**src/rtl/asp_pkg.sv**
```systemverilog
package asp_pkg;

  // Peripheral number on the configuration access path.
  localparam logic [7:0]  PERIPH_NUM        = 8'h02;

  // Register byte offsets.
  localparam logic [7:0]  OFF_PIN0          = 8'h00;
  localparam logic [7:0]  OFF_PIN1          = 8'h04;
  localparam logic [7:0]  OFF_PIN2          = 8'h08;
  localparam logic [7:0]  OFF_PIN3          = 8'h0c;
  localparam logic [7:0]  OFF_GEN           = 8'h20;

  // Field positions.
  localparam int          PIN_EN_BIT        = 0;
  localparam int          PIN_DEST_LSB      = 8;
  localparam int          GEN_ENABLE_BIT    = 0;
  localparam int          GEN_CAL_BIT       = 1;
  localparam int          GEN_SPP_LSB       = 8;
  localparam int          GEN_WIDTH_LSB     = 16;
  localparam int          GEN_DROP_BIT      = 24;

  // Reset values.
  localparam logic [31:0] PIN_RESET         = 32'h0000_0000;
  localparam logic [1:0]  WIDTH_RESET       = 2'h1;
  localparam logic [7:0]  SPP_RESET         = 8'h01;
  localparam logic        DROP_RESET        = 1'b1;

  // Sample width encodings.
  localparam logic [1:0]  WIDTH_8           = 2'h0;
  localparam logic [1:0]  WIDTH_16          = 2'h1;
  localparam logic [1:0]  WIDTH_32          = 2'h3;

  // Start-up calibration pulse count after each enable.
  localparam logic [2:0]  CAL_PULSES        = 3'h6;

  localparam int          NUM_PINS          = 4;

  // Configuration access request.
  typedef struct packed {
    logic        valid;
    logic        write;
    logic [7:0]  periph;
    logic [7:0]  addr;
    logic [31:0] wdata;
  } asp_cfg_req_s;

  // One byte toward the message network.
  typedef struct packed {
    logic        valid;
    logic        header;
    logic        last;
    logic [23:0] dest;
    logic [7:0]  data;
  } asp_tx_s;

endpackage : asp_pkg

```
**src/rtl/asp_packetizer.sv**
```systemverilog
`timescale 1ns/10ps
// How it works
// - Each trigger rising edge that finds the converter idle takes one 12-bit result from the next scanned pin.
// - Pin control bits 31:8 hold the destination identifier used for its samples.
// - Pin control bit 0 enables sampling of that pin; cleared pins are skipped.
// - Registers are full 32-bit words answered only for peripheral number 2.
// - General bit 24 flags a lost sample and clears on a general read.
// - The 12-bit result is left-aligned in the sample word at every width.
// - Width 0 gives 8 bits, 1 gives 16, 3 gives 32, 2 is reserved.
// - Wider samples go out most significant byte first.
// - Samples-per-packet field closes the packet after that many samples.
// - Samples-per-packet zero keeps the packet open until a register access or a change of pin.
// - General bit 1 switches the converter input to the internal 0.8V reference.
// - General bit 0 enables the converter and makes pin words read-only.
// - The six calibration pulses after enabling produce no packets.
// - From the seventh pulse onward each sample goes to its destination.
// - Calibration phase restarts on every enable rise from 0 to 1.
module asp_packetizer
  import asp_pkg::*;
(
  input  wire logic         clk_sys,
  input  wire logic         rst,
  input  wire logic         trig_clk,
  input  wire asp_cfg_req_s cfg_req,
  output logic [31:0]       cfg_rdata,
  output logic              cfg_ack,
  output logic              conv_start,
  output logic [1:0]        conv_pin,
  output logic              conv_enable,
  output logic              conv_cal_ref,
  input  wire logic         conv_done,
  input  wire logic [11:0]  conv_result,
  output asp_tx_s           tx,
  input  wire logic         tx_ready
);

  typedef enum logic [1:0] {ST_IDLE, ST_HEAD, ST_DATA, ST_END} asp_tx_state_e;

  ////////////////////////////////////////////////////////////////////////////
  // Registers.
  logic [31:0]     pin_ctrl [NUM_PINS];
  logic            gen_enable;
  logic            gen_cal;
  logic [7:0]      gen_spp;
  logic [1:0]      gen_width;
  logic            gen_drop;
  logic [2:0]      trig_sync;
  logic [2:0]      cal_cnt;
  logic [1:0]      scan_pin;
  logic            scan_busy;
  logic [1:0]      res_pin;
  logic [11:0]     res_data;
  logic            res_full;
  asp_tx_state_e   state;
  logic [1:0]      byte_idx;
  logic [7:0]      spp_cnt;
  logic            pkt_open;
  logic [1:0]      pkt_pin;
  logic [31:0]     shreg;
  logic            close_pend;

  ////////////////////////////////////////////////////////////////////////////
  // Helpers.

  // Next enabled pin after the given one, wrapping round.
  function automatic logic [1:0] asp_next_pin(input logic [1:0] cur, input logic [NUM_PINS-1:0] en);
    logic [1:0] r;
    logic [2:0] k;
    r = cur;
    for (int i = NUM_PINS; i >= 1; i--) begin
      k = 3'(cur) + 3'(i);
      if (en[k[1:0]]) begin
        r = k[1:0];
      end
    end
    return r;
  endfunction : asp_next_pin

  // Index of the last byte of one sample for a width code.
  function automatic logic [1:0] asp_last_byte(input logic [1:0] w);
    logic [1:0] r;
    r = 2'h0;
    case (w)
      WIDTH_16: r = 2'h1;
      WIDTH_32: r = 2'h3;
      default:  r = 2'h0;
    endcase
    return r;
  endfunction : asp_last_byte

  ////////////////////////////////////////////////////////////////////////////
  // Decode.

  // Register access decode.
  wire             acc_hit    = cfg_req.valid && (cfg_req.periph == PERIPH_NUM);
  wire             wr_hit     = acc_hit && cfg_req.write;
  wire             rd_gen     = acc_hit && !cfg_req.write && (cfg_req.addr == OFF_GEN);
  wire             wr_gen     = wr_hit && (cfg_req.addr == OFF_GEN);
  wire             pin_wr_ok  = wr_hit && !gen_enable;
  wire [NUM_PINS-1:0] pin_en  = {pin_ctrl[3][PIN_EN_BIT], pin_ctrl[2][PIN_EN_BIT],
                                 pin_ctrl[1][PIN_EN_BIT], pin_ctrl[0][PIN_EN_BIT]};

  // Trigger and converter decode. A trigger that finds the converter busy is lost on purpose:
  // queueing it would skew the sample spacing that the trigger port sets.
  wire             trig_rise  = trig_sync[1] && !trig_sync[2];
  wire             in_cal     = cal_cnt != CAL_PULSES;
  wire             en_rise    = wr_gen && cfg_req.wdata[GEN_ENABLE_BIT] && !gen_enable;
  wire             start_conv = trig_rise && gen_enable && (pin_en != '0) && !scan_busy;
  wire             deliver    = conv_done && scan_busy && !in_cal;
  wire [1:0]       next_pin   = asp_next_pin(scan_pin, pin_en);

  // Sender decode.
  wire [1:0]       last_byte  = asp_last_byte(gen_width);
  wire             tx_go      = tx.valid && tx_ready;
  // An access closes any open packet; with a zero count only an access or a change of pin ends it.
  wire             close_req  = (acc_hit || close_pend) && pkt_open;
  wire             spp_done   = (gen_spp != 8'h00) && (spp_cnt == gen_spp);
  // While a packet is being closed the waiting sample must stay in its slot, or it is lost silently.
  wire             close_now  = close_req || (pkt_open && spp_done) ||
                                (pkt_open && res_full && (res_pin != pkt_pin));
  wire             res_take   = (state == ST_IDLE) && res_full && !close_now;
  wire             drop_evt   = deliver && res_full && !res_take;

  assign conv_enable  = gen_enable;
  assign conv_cal_ref = gen_cal;
  assign cfg_ack      = acc_hit;

  // Sample word, left-aligned at every width.
  // Width 2 is reserved and sends one byte, as width 0 does.
  wire [31:0]      sample_word = {res_data, 20'h00000};

  ////////////////////////////////////////////////////////////////////////////
  // Read data: reserved bits read as zero.
  // The general word is assembled field by field so that reserved bits can never leak out.
  logic [31:0] rd_mux;
  always_comb begin
    rd_mux = 32'h0000_0000;
    case (cfg_req.addr)
      OFF_PIN0: rd_mux = pin_ctrl[0] & 32'hffff_ff01;
      OFF_PIN1: rd_mux = pin_ctrl[1] & 32'hffff_ff01;
      OFF_PIN2: rd_mux = pin_ctrl[2] & 32'hffff_ff01;
      OFF_PIN3: rd_mux = pin_ctrl[3] & 32'hffff_ff01;
      OFF_GEN: begin
        rd_mux[GEN_DROP_BIT]                    = gen_drop;
        rd_mux[GEN_WIDTH_LSB+1:GEN_WIDTH_LSB]   = gen_width;
        rd_mux[GEN_SPP_LSB+7:GEN_SPP_LSB]       = gen_spp;
        rd_mux[GEN_CAL_BIT]                     = gen_cal;
        rd_mux[GEN_ENABLE_BIT]                  = gen_enable;
      end
      default: rd_mux = 32'h0000_0000;
    endcase
  end

  // Read data is registered; unmapped offsets read zero.
  always_ff @(posedge clk_sys or posedge rst) begin
    if (rst) begin
      cfg_rdata <= 32'h0000_0000;
    end else if (acc_hit && !cfg_req.write) begin
      cfg_rdata <= rd_mux;
    end
  end

  ////////////////////////////////////////////////////////////////////////////
  // Per-pin control words, frozen while the converter is enabled.
  // Only word-aligned offsets in the first sixteen bytes reach a pin word.
  always_ff @(posedge clk_sys or posedge rst) begin
    if (rst) begin
      for (int i = 0; i < NUM_PINS; i++) begin
        pin_ctrl[i] <= PIN_RESET;
      end
    end else if (pin_wr_ok && (cfg_req.addr[7:4] == 4'h0) && (cfg_req.addr[1:0] == 2'h0)) begin
      pin_ctrl[cfg_req.addr[3:2]] <= cfg_req.wdata & 32'hffff_ff01;
    end
  end

  // General control fields.
  always_ff @(posedge clk_sys or posedge rst) begin
    if (rst) begin
      gen_enable <= 1'b0;
      gen_cal    <= 1'b0;
      gen_spp    <= SPP_RESET;
      gen_width  <= WIDTH_RESET;
    end else if (wr_gen) begin
      gen_enable <= cfg_req.wdata[GEN_ENABLE_BIT];
      gen_cal    <= cfg_req.wdata[GEN_CAL_BIT];
      gen_spp    <= cfg_req.wdata[GEN_SPP_LSB+7:GEN_SPP_LSB];
      gen_width  <= cfg_req.wdata[GEN_WIDTH_LSB+1:GEN_WIDTH_LSB];
    end
  end

  // Dropped flag: a drop in the same cycle as the read wins over the clear.
  // Reads of any other word leave the flag alone.
  always_ff @(posedge clk_sys or posedge rst) begin
    if (rst) begin
      gen_drop <= DROP_RESET;
    end else if (drop_evt) begin
      gen_drop <= 1'b1;
    end else if (rd_gen) begin
      gen_drop <= 1'b0;
    end
  end

  ////////////////////////////////////////////////////////////////////////////
  // Trigger synchroniser; only stages two and three feed the edge detector.
  // All stages reset to the idle low level, so no false edge follows reset.
  always_ff @(posedge clk_sys or posedge rst) begin
    if (rst) begin
      trig_sync <= 3'h0;
    end else begin
      trig_sync <= {trig_sync[1:0], trig_clk};
    end
  end

  // Calibration pulse counter, restarted on each enable rise.
  // Counting finished conversions rather than edges keeps triggers lost while busy out of the count.
  always_ff @(posedge clk_sys or posedge rst) begin
    if (rst) begin
      cal_cnt <= 3'h0;
    end else if (en_rise) begin
      cal_cnt <= 3'h0;
    end else if (conv_done && scan_busy && in_cal) begin
      cal_cnt <= cal_cnt + 3'h1;
    end
  end

  // Scan sequencer: one conversion per trigger edge, next enabled pin each time.
  // Triggers arriving mid-conversion are ignored; the converter cannot take them.
  always_ff @(posedge clk_sys or posedge rst) begin
    if (rst) begin
      scan_pin   <= 2'h3;
      scan_busy  <= 1'b0;
      conv_start <= 1'b0;
      conv_pin   <= 2'h0;
    end else begin
      conv_start <= start_conv;
      if (start_conv) begin
        scan_pin  <= next_pin;
        conv_pin  <= next_pin;
        scan_busy <= 1'b1;
      end else if (conv_done || !gen_enable) begin
        scan_busy <= 1'b0;
      end
    end
  end

  // Result holding slot; a new result overwrites an unsent one.
  // The slot is released only when the sender really takes the sample.
  always_ff @(posedge clk_sys or posedge rst) begin
    if (rst) begin
      res_full <= 1'b0;
      res_data <= 12'h000;
      res_pin  <= 2'h0;
    end else if (deliver) begin
      res_full <= 1'b1;
      res_data <= conv_result;
      res_pin  <= conv_pin;
    end else if (res_take) begin
      res_full <= 1'b0;
    end
  end

  // An access that arrives while a sample is going out is remembered, so a zero-count packet still ends.
  always_ff @(posedge clk_sys or posedge rst) begin
    if (rst) begin
      close_pend <= 1'b0;
    end else if (state == ST_END) begin
      close_pend <= 1'b0;
    end else if (acc_hit && pkt_open) begin
      close_pend <= 1'b1;
    end
  end

  ////////////////////////////////////////////////////////////////////////////
  // Packet sender. A header byte slot opens a packet to a pin's destination;
  // a change of pin closes the current packet first.
  always_ff @(posedge clk_sys or posedge rst) begin
    if (rst) begin
      state    <= ST_IDLE;
      byte_idx <= 2'h0;
      spp_cnt  <= 8'h00;
      pkt_open <= 1'b0;
      pkt_pin  <= 2'h0;
      shreg    <= 32'h0000_0000;
    end else begin
      case (state)
        // Closing comes first; a waiting sample stays in its slot for the next packet.
        ST_IDLE: begin
          if (close_now) begin
            state <= ST_END;
          end else if (res_full) begin
            shreg    <= sample_word;
            byte_idx <= 2'h0;
            state    <= pkt_open ? ST_DATA : ST_HEAD;
            pkt_pin  <= pkt_open ? pkt_pin : res_pin;
          end
        end
        // Header slot: the destination stands on the bus until the receiver takes it.
        ST_HEAD: begin
          if (tx_go) begin
            pkt_open <= 1'b1;
            spp_cnt  <= 8'h00;
            state    <= ST_DATA;
          end
        end
        // One byte per acceptance, top byte first.
        ST_DATA: begin
          if (tx_go) begin
            shreg    <= {shreg[23:0], 8'h00};
            byte_idx <= byte_idx + 2'h1;
            if (byte_idx == last_byte) begin
              spp_cnt <= spp_cnt + 8'h01;
              state   <= ST_IDLE;
            end
          end
        end
        // End slot: the packet counts as closed once the receiver takes it.
        ST_END: begin
          if (tx_go) begin
            pkt_open <= 1'b0;
            state    <= ST_IDLE;
          end
        end
        default: state <= ST_IDLE;
      endcase
    end
  end

  // Byte stream toward the channel network.
  // Every field comes from a register, so only a pin word written while the converter is disabled can move data under a held slot.
  always_comb begin
    tx        = '0;
    tx.valid  = (state != ST_IDLE);
    tx.header = (state == ST_HEAD);
    tx.last   = (state == ST_END);
    tx.dest   = pin_ctrl[pkt_pin][31:PIN_DEST_LSB];
    tx.data   = shreg[31:24];
  end

endmodule : asp_packetizer

```
**config.mk**
```make
export PLATFORM = sky130hd
export DESIGN_NAME = asp_packetizer
export DESIGN_NICKNAME = d
export VERILOG_FILES = /design/src/rtl/asp_pkg.sv /design/src/rtl/asp_packetizer.sv
export SDC_FILE = /design/constraint.sdc
export NUM_CORES = 1
export LEC_CHECK = 0
export BUFFER_PORTS_ARGS = -buffer_cell sky130_fd_sc_hd__buf_4
export CAP_MARGIN = 0
export CORE_UTILIZATION = 30
export CTS_CLUSTER_DIAMETER = 40
export DETAILED_ROUTE_END_ITERATION = 7
export GPL_TIMING_DRIVEN = 0
export MAX_ROUTING_LAYER = met4
export PLACE_DENSITY = 0.55
export RECOVER_POWER = 100
export SETUP_SLACK_MARGIN = 0.15
export SYNTH_ARGS = -nofsm -noshare
export SYNTH_HDL_FRONTEND = slang
export SYNTH_SLANG_ARGS = --single-unit
```
**constraint.sdc**
```tcl
create_clock -name clk_sys -period 7.6 [get_ports clk_sys]
set_input_delay 1.52 -clock clk_sys [delete_from_list [all_inputs] [get_ports clk_sys]]
set_output_delay 1.52 -clock clk_sys [all_outputs]
set_load 0.05 [all_outputs]
```
==> metrics.txt, run 1 <==
vias in the first global route 6,448; Worst Hold End trig_sync[1]; crit-path cells clkbuf_4 -> inv_1; yosys warns 0; largest cells by area after synthesis dfrtp_1 (50%), mux2_2 (14%), mux4_2 (10%); Final nets 945; share of cells above drive strength 1 31.08%; Crit Path Category input pin to async pin; Critical path buffers and inverters 2; clock skew 0.01669 ns; Final Hold Fails 0; RSZ-0062 raised after global routing false; cell area after layout 11,170 sq um; count of cell types in the netlist 57; Longest Clk Path Bufs 2; Mapped Avg Cell Area 13.11 sq um; Fin Setup TNS 0 ns; Seq cells post-synth 194; failing checks design-rule violations, max-capacitance violations, max-slew violations; Syn Inst Count 724; commonest cells in the netlist dfrtp_1 (189), mux2_2 (114), nand2_1 (74); clk_lat worst skew 0.43 ns; placed cell area 10,990 sq um; P per Cell Area 203.1 nW/um^2; post-cts sizing count 0; routed wl met2 11,310 um; routed wire length per instance 19.20 um; fmax 191.8 MHz; die width 179.9 um; CP top delay family buffers and inverters; final period utilization 68.59%; H-tree Lvls 4; largest net degree at the start of global routing 110; initial core utilization 30.78%; CTS sink count 194; Iter 0 DRT Violations 386; Root Buffer clkbuf_16; CTS buffer count 17; first-pass GRT wire length 38,850 um; relative slew slack -188.3%; Max Slew Vio Count 109; ys async rst share 100.0%; vias 6,340; Pre-antenna DRT Iters 6; WL met1 11,880 um; Hold Startpoint trig_sync[0]; number of setup buffers added after CTS 0; final setup fails 0; post-cts hold buffer count 0; FF-to-FF Start pkt_pin[0]; R2R cell count 7; Startpoint Class input pin; clk slew on worst S/H paths 0.07 ns; cell taking the most area after synthesis dfrtp_1; Seq/Total Area, Yosys 51.22%; core area 30,830 sq um; gr ovfl total 0; I/O Pins 140; Synth Flop Type dfrtp_1; mapped cell area 9490 sq um; max-cap viol count 1; overall routed net length 24,690 um; CTS tree built; Via density 4.930; # rows 64; drt drc 12; initial antenna violation count 2; Slowest cell on crit path inv_1; port buffer count 126; crit path time final 5.213 ns; Routed Antenna Nets 0; critical path's largest stage delay 2.99 ns; die height 179.9 um; reg2reg end byte_idx[1]; most frequent cell after synthesis dfrtp_1; top layer in use met4; Post-synth EDFFs 0; dpl ws 3.267 ns; run status finished, violations left; all-layer global routing usage 16.19%; dpl hpwl 17,640 um; CP required 7.11 ns; slew of the pin with the lowest slew margin 4.325 ns; Reg2Reg Setup Slack 4.82 ns; setup ws final 2.387 ns; area grow syn2layout 17.69%; crit end category async pin; Hold Path Class register to register; met3 wire len 1199 um; WHS Path Cells 0; Peak VDD IR 0.1492 mV; Yosys top cell area share 49.84%; Lkg Pwr 5.219 nW; total die area 32,350 sq um; total chip power 0.002269 W; worst-path fanout max 109; Util after Layout 36.23%; CP Data Arrival Time 4.73 ns; GP Congestion 0.7680
routing by layer:
metal  up-vias  track usage [%]
met5         -                -
met1      3247            22.68
met3        16            2.836
met2       163            24.12
met4         0            4.138
li1       2914                -
where the power goes:
group	switching [W]	leakage (nW)	internal [W]
Clock	0.000446	0.288	0.000472
Combinational	0.000180	2.26	0.000102
Sequential	0.0000196	2.67	0.00105
worst reg2reg max path, cell delays in order (launching register included):
cell      delay [ns]
dfrtp_1         0.32
clkbuf_1        0.65
xor2_1          0.12
o21ai_0         0.30
nand2b_1        0.09
o221a_1         0.36
clkbuf_1        0.38
a221o_1         0.44
sequential cells by signal, indices dropped and copies added, names as in the netlist, 2 cells and up:
register / flops
byte_idx: 2
cal_cnt: 3
cfg_rdata: 26
conv_pin: 2
gen_spp: 8
gen_width: 2
pin_ctrl: 100
pkt_pin: 2
res_data: 12
res_pin: 2
scan_pin: 2
shreg: 12
spp_cnt: 8
state: 2
trig_sync: 3
worst max-delay path by stage:
stage / from / to / slack (ns) / depth (start not counted)
final: rst / gen_spp[4] / 2.39 / 2
after global routing: rst / gen_spp[4] / 1.43 / 2
after CTS: pkt_pin[0] / tx[18] / 2.82 / 5
after detailed placement: cfg_req[42] / cfg_ack / 3.27 / 5
after global placement: rst / pin_ctrl[12] / -1.71 / 2
after floorplan: rst / byte_idx[0] / 0.80 / 1
final cells by class:
cell class,count,area [sq um]
fill,3114,19660
sequential,194,4861
multi-input combinational,463,4172
timing repair buffer,127,718.2
tap,396,495.5
clock buffer,17,425.4
buffer,55,261.5
clock inverter,15,167.7
inverter,17,63.81
antenna,2,5.005
kinds of logic (layout without fill, tap and decap cells):
logic type / after synthesis / count (layout) / synth area share (%)
adder cells (fa/ha/maj): 3 / 3 / 0.3956
AO/OA/AOI/OAI: 83 / 83 / 5.498
other: 1 / 8 / 0.03951
flip-flops: 194 / 194 / 51.22
buffers and inverters: 72 / 231 / 4.034
AND/OR/NAND/NOR: 157 / 157 / 8.398
multiplexers: 195 / 195 / 28.66
XOR/XNOR: 19 / 19 / 1.753
through the flow:
step / hold slack [ns] / std cells
floorplan: 0.3312 / 729
global route: 0.3727 / 1286
finish: 0.3539 / 1286
detailed placement: 0.3387 / 1252
CTS: 0.3558 / 1284
global placement: 0.3357 / 1251
cells in the final DEF, fill, tap and decap left out, types with 3 or more instances in the layout:
cell type,instances
clkbuf_1,105
mux2_2,114
mux2_1,18
o21ai_0,38
a2bb2oi_1,6
nor3b_1,5
xor2_1,16
clkbuf_4,4
nor2b_1,13
o22ai_1,3
nor2_1,20
nand2_1,76
inv_1,17
and3_1,3
buf_4,68
conb_1,6
nor4_1,5
dfrtp_1,189
nand4_1,7
or2_2,3
nand3_1,5
mux4_2,42
dfstp_2,5
mux2i_1,19
xnor2_1,3
a22oi_1,5
a21oi_1,8
nand2b_1,5
nand3b_1,4
inv_8,4
inv_6,4
clkbuf_16,17
ha_1,3
a31oi_1,7
Note: power is estimated with default switching activity, not from simulation.
==> inputs of run 2 (changes only) <==
--- a/config.mk
+++ b/config.mk
@@ -5,6 +5,7 @@
 export SDC_FILE = /design/constraint.sdc
 export NUM_CORES = 1
 export LEC_CHECK = 0
+export ABC_AREA = 1
 export BUFFER_PORTS_ARGS = -buffer_cell sky130_fd_sc_hd__buf_4
 export CAP_MARGIN = 0
 export CORE_UTILIZATION = 30
@@ -12,7 +13,7 @@
 export DETAILED_ROUTE_END_ITERATION = 7
 export GPL_TIMING_DRIVEN = 0
 export MAX_ROUTING_LAYER = met4
-export PLACE_DENSITY = 0.55
+export PLACE_DENSITY = 0.57
 export RECOVER_POWER = 100
 export SETUP_SLACK_MARGIN = 0.15
 export SYNTH_ARGS = -nofsm -noshare
==> constraint.sdc (replaced) <==
create_clock -name clk_sys -period 4.7 [get_ports clk_sys]
set_input_delay 0.94 -clock clk_sys [delete_from_list [all_inputs] [get_ports clk_sys]]
set_output_delay 0.94 -clock clk_sys [all_outputs]
set_load 0.05 [all_outputs]
==> metrics.txt, run 2 <==
Yosys top cell area share 47.98%; share of cells above drive strength 1 11.02%; Final nets 1,463; Largest register FFs 100; die width 183.3 um; core area 32,450 sq um; crit-path cells clkbuf_1 -> inv_1 -> clkbuf_1 -> o21ai_0 -> o22ai_1 -> clkbuf_1; P per Cell Area 349.2 nW/um^2; vias in the first global route 8,676; # rows 66; Final Hold Fails 0; Reg area 4861 sq um; Post-synth EDFFs 0; area of the multi-input gates 3926 sq um; Largest regs pin_ctrl: 100 flops, cfg_rdata: 26 flops; post-cts hold buffer count 0; CTS buffer count 17; Seq cells post-synth 194; overall routed net length 31,760 um; Startpoint Class register; CP top delay family buffers and inverters; fmax 252.1 MHz; Synth Flop Type dfrtp_1; Max Slew Vio Count 88; CTS tree built; largest net degree at the start of global routing 43; most frequent cell after synthesis nand2_1; Slowest cell on crit path clkbuf_1; most frequent CP cell clkbuf_1; most frequent cells in the layout nand2_1 (387), o21ai_0 (201), dfrtp_1 (189); first-pass GRT wire length 49,320 um; Util after Layout 35.50%; Critical path buffers and inverters 4; reg2reg end shreg[28]; all-layer global routing usage 19.81%; crit path time final 3.967 ns; failing checks max-capacitance violations, max-slew violations; Worst Hold End trig_sync[1]; clk_lat worst skew 0.45 ns; worst-path fanout max 10; FILL cells 3,515; largest cells by area after synthesis dfrtp_1 (48%), nand2_1 (15%), o21ai_0 (7.4%); GP Congestion 0.8903; crit end category output pin; Longest Clk Path Bufs 2; cell taking the most area after synthesis dfrtp_1; final period utilization 84.41%; total die area 33,590 sq um; R2R cell count 12; RSZ-0062 raised after global routing false; Pre-antenna DRT Iters 5; final setup fails 0; mapped cell area 9858 sq um; Via density 4.859; die height 183.3 um; dpl hpwl 22,870 um; yosys warns 0; initial antenna violation count 1; WHS Path Cells 0; ys async rst share 100.0%; initial core utilization 30.38%; Seq/Total Area, Yosys 49.31%; area grow syn2layout 16.88%; post-cts sizing count 0; commonest cells in the netlist nand2_1 (386), dfrtp_1 (189), o21ai_0 (145); drt drc 0; Fin Setup TNS 0 ns; clock skew 0.01447 ns; routed wire length per instance 17.18 um; most common cell after layout, fill and taps aside nand2_1; run status finished, violations left; Reg2Reg Setup Slack 1.83 ns; Hold Startpoint trig_sync[0]; CP Data Arrival Time 3.03 ns; Root Buffer clkbuf_16; critical path's largest stage delay 0.62 ns; I/O Pins 140; Crit Path Category register to output pin; gr ovfl total 0; FF-to-FF Start pkt_pin[0]; port buffer count 127; clk slew on worst S/H paths 0.07 ns; count of cell types in the netlist 41; CP required 3.76 ns; max-cap viol count 3; H-tree Lvls 4; Routed Antenna Nets 0; Hold Path Class register to register; Syn Inst Count 1,237; Top reg by flops pin_ctrl; Lkg Pwr 5.577 nW; slew of the pin with the lowest slew margin 2.223 ns; Peak VDD IR 0.2575 mV; CTS sink count 194; Mapped Avg Cell Area 7.969 sq um; relative slew slack -48.17%; Iter 0 DRT Violations 715; number of setup buffers added after CTS 0; vias 8,985
[run 2: cell types whose count changed in the layout (fill, tap and decap cells not counted), sizes merged, moves of 19 or more]
cell and change:
mux4 -42, nand2 +314, nand3 +42, nor2 +57, inv +101, o21ai +180
a21oi +48, mux2 -134, mux2i -19
[run 2: logic make-up (layout without fill, tap and decap cells)]
group	after synthesis	count (layout)	share of synthesized area [%]
buffers and inverters	193	357	9.049
adder cells (fa/ha/maj)	3	3	0.3808
AO/OA/AOI/OAI	301	301	17.39
other	1	7	0.03804
XOR/XNOR	10	10	0.8885
AND/OR/NAND/NOR	535	535	22.95
flip-flops	194	194	49.31
[run 2: per-layer routing]
| metal | vias to the layer above | global-route usage [%] | wire length [um] |
|---|---|---|---|
| met5 | - | - | 0 |
| met4 | 0 | 8.100 | 941 |
| met3 | 52 | 2.879 | 1952 |
| met2 | 317 | 29.86 | 14510 |
| met1 | 4323 | 26.67 | 14360 |
| li1 | 4293 | - | - |
[run 2: worst max-delay path by stage]
stage,start,endpoint,cells after the start
after detailed placement,pkt_pin[1],tx[9],6
final,pkt_pin[0],tx[24],6
after global routing,pkt_pin[0],tx[30],7
after floorplan,rst,byte_idx[0],1
after global placement,rst,cfg_rdata[28],2
after CTS,pkt_pin[1],tx[9],6
[run 2: power breakdown]
group	internal [W]	leakage, nW	switching [W]
registers	0.00176	2.53	0.0000757
clock network	0.000776	0.294	0.000728
logic	0.000218	2.75	0.000464
[run 2: stage by stage]
step	instances	setup slack (ns)	cell area, sq um	hold WS (ns)	total power, W
finish	1849	0.7328	11520	0.3496	0.004024
CTS	1848	0.9872	12090	0.3519	0.004122
global placement	1811	-0.09854	11390	0.3332	0.002595
global route	1849	0.5971	11520	0.3575	0.004212
floorplan	1242	1.260	9881	0.3312	0.002389
detailed placement	1816	1.468	11490	0.3355	0.002613
[run 2: cell type report]
cell class / count / share of cell area (%)
flip-flops and latches: 194 / 42.19
multi-input cells: 855 / 34.08
repair buffers: 132 / 6.418
well taps: 442 / 4.800
inverters: 121 / 3.964
clock buffers: 18 / 3.811
plain buffers: 72 / 3.312
clock inverters: 14 / 1.412
diodes: 1 / 0.02172
[run 2: worst reg2reg max path, stage by stage (launching register included)]
cell and delay (ns):
dfrtp_1 0.33, clkbuf_1 0.46, inv_1 0.34, nand2_1 0.14
nand2_1 0.05, a21boi_0 0.26, nor2_1 0.08, nand2_1 0.11
nand3_1 0.19, nand2_1 0.22, clkbuf_1 0.44, nand2_1 0.11
nand2_1 0.08
==> inputs of run 3 (changes only) <==
==> constraint.sdc (replaced) <==
create_clock -name clk_sys -period 3.3 [get_ports clk_sys]
set_input_delay 0.66 -clock clk_sys [delete_from_list [all_inputs] [get_ports clk_sys]]
set_output_delay 0.66 -clock clk_sys [all_outputs]
set_load 0.05 [all_outputs]
==> metrics.txt, run 3 (same netlist as run 2, synthesis figures left out) <==
CP required 2.64 ns; Critical path buffers and inverters 4; die width 183.3 um; Final Non-Filler Cells 1,849; Pre-antenna DRT Iters 5; core area 32,450 sq um; clk_lat worst skew 0.45 ns; fmax 324.1 MHz; Largest register FFs 100; Reg2Reg Setup Slack 0.97 ns; vias in the first global route 8,676; die height 183.3 um; most frequent cells in the layout nand2_1 (387), o21ai_0 (205), dfrtp_1 (189); final period utilization 93.49%; crit end category output pin; RSZ-0062 raised after global routing false; placed cell area 11,490 sq um; setup ws final 0.2148 ns; Placed Cells 1,816; Top reg by flops pin_ctrl; critical path's largest stage delay 0.52 ns; Routed Antenna Nets 0; area grow syn2layout 17.96%; total die area 33,590 sq um; clk slew on worst S/H paths 0.08 ns; Longest Clk Path Bufs 2; CP top delay family buffers and inverters; failing checks max-capacitance violations, max-slew violations; vias 8,992; drt drc 0; GP Congestion 0.8903; dpl ws 0.3475 ns; number of setup buffers added after CTS 0; routed wire length per instance 17.14 um; # rows 66; H-tree Lvls 4; Crit Path Category register to output pin; Pint 0.003931 W; most common cell after layout, fill and taps aside nand2_1; initial core utilization 30.38%; Startpoint Class register; Root Buffer clkbuf_16; CTS tree built; max-cap viol count 3; power share of the combinational group 17.1%; port buffer count 127; clock skew 0.01316 ns; Max Slew Vio Count 86; Iter 0 DRT Violations 698; largest net degree at the start of global routing 43; Peak VDD IR 0.3650 mV; share of cells above drive strength 1 13.51%; first-pass GRT wire length 49,320 um; switching share of power 31.54%; Hold Path Class input pin to async pin; crit path time final 3.085 ns; Flop pwr share 45.6%; Lkg Pwr 5.693 nW; total chip power 0.005742 W; Via density 4.863; clock power share 37.4%; I/O Pins 140; Slowest cell on crit path clkbuf_1; Final Hold Fails 0; dpl hpwl 22,870 um; gr ovfl total 0; worst-path fanout max 10; cell area after layout 11,630 sq um; switching power 0.001811 W; Largest regs pin_ctrl: 100 flops, cfg_rdata: 26 flops; slew of the pin with the lowest slew margin 2.220 ns; final setup fails 0; overall routed net length 31,690 um; Final nets 1,463; CTS sink count 194; crit-path cells buf_4 -> inv_2 -> clkbuf_1 -> nor2_1 -> o22ai_1 -> clkbuf_2; CTS buffer count 17; all-layer global routing usage 19.81%; initial antenna violation count 1; CP Data Arrival Time 2.43 ns; run status finished, violations left; relative slew slack -48.03%; P per Cell Area 493.8 nW/um^2
## run 3: cell count changes in the layout (fill, tap and decap cells not counted), moves of 2 or more
cell      previous run  this run
nor2_4               2         5
nor2_1              75        72
clkbuf_1           109        78
buf_4               71        74
buf_12               1         3
o21ai_0            201       205
o21ai_1              8         5
clkbuf_2             2        28
## run 3: final timing paths
| check | endpoint | depth (start not counted) | start |
|---|---|---|---|
| max | tx[24] | 6 | pkt_pin[0] |
| min | close_pend | 2 | rst |
| max reg2reg | shreg[28] | 12 | pkt_pin[0] |
| min reg2reg | trig_sync[1] | 0 | trig_sync[0] |
| max in group asynchronous | pin_ctrl[20] | 3 | rst |
| min in group clk_sys | trig_sync[0] | 1 | trig_clk |
## run 3: power by group through the flow
stage / combinational (W) / clock [W] / sequential, W
final: 0.000979 / 0.00215 / 0.00262
after global routing: 0.00110 / 0.00227 / 0.00264
after CTS: 0.00106 / 0.00219 / 0.00262
after detailed placement: 0.00106 / 0 / 0.00266
after global placement: 0.00103 / 0 / 0.00266
after floorplan: 0.000747 / 0 / 0.00266
## run 3: cell type report
type | count | area (sq um)
fill | 3498 | 20830
sequential | 194 | 4861
multi-input combinational | 855 | 3950
timing repair buffer | 132 | 800.8
tap | 442 | 553.0
inverter | 121 | 456.7
clock buffer | 18 | 439.2
buffer | 72 | 402.9
clock inverter | 14 | 162.7
antenna | 1 | 2.502
## run 3: layer usage
layer | wire [um] | global-route usage (%)
met5 | 0 | -
met4 | 955 | 8.100
met3 | 1865 | 2.899
met2 | 14400 | 29.86
met1 | 14470 | 26.66
## run 3: repair_timing
action / 4_1_cts / 5_1_grt
gates resized for setup: 3 / 6
setup endpoints to repair: 15 / 9
hold buffers: 0 / 0
## run 3: stage by stage
step	hold WS [ns]	setup TNS [ns]	util [%]
after floorplan	0.3312	0	-
after global placement	0.3332	-228.64	35.09
after detailed placement	0.3355	0	35.40
after CTS	0.1322	0	37.26
after global routing	0.1630	0	35.83
final	0.1610	0	35.83
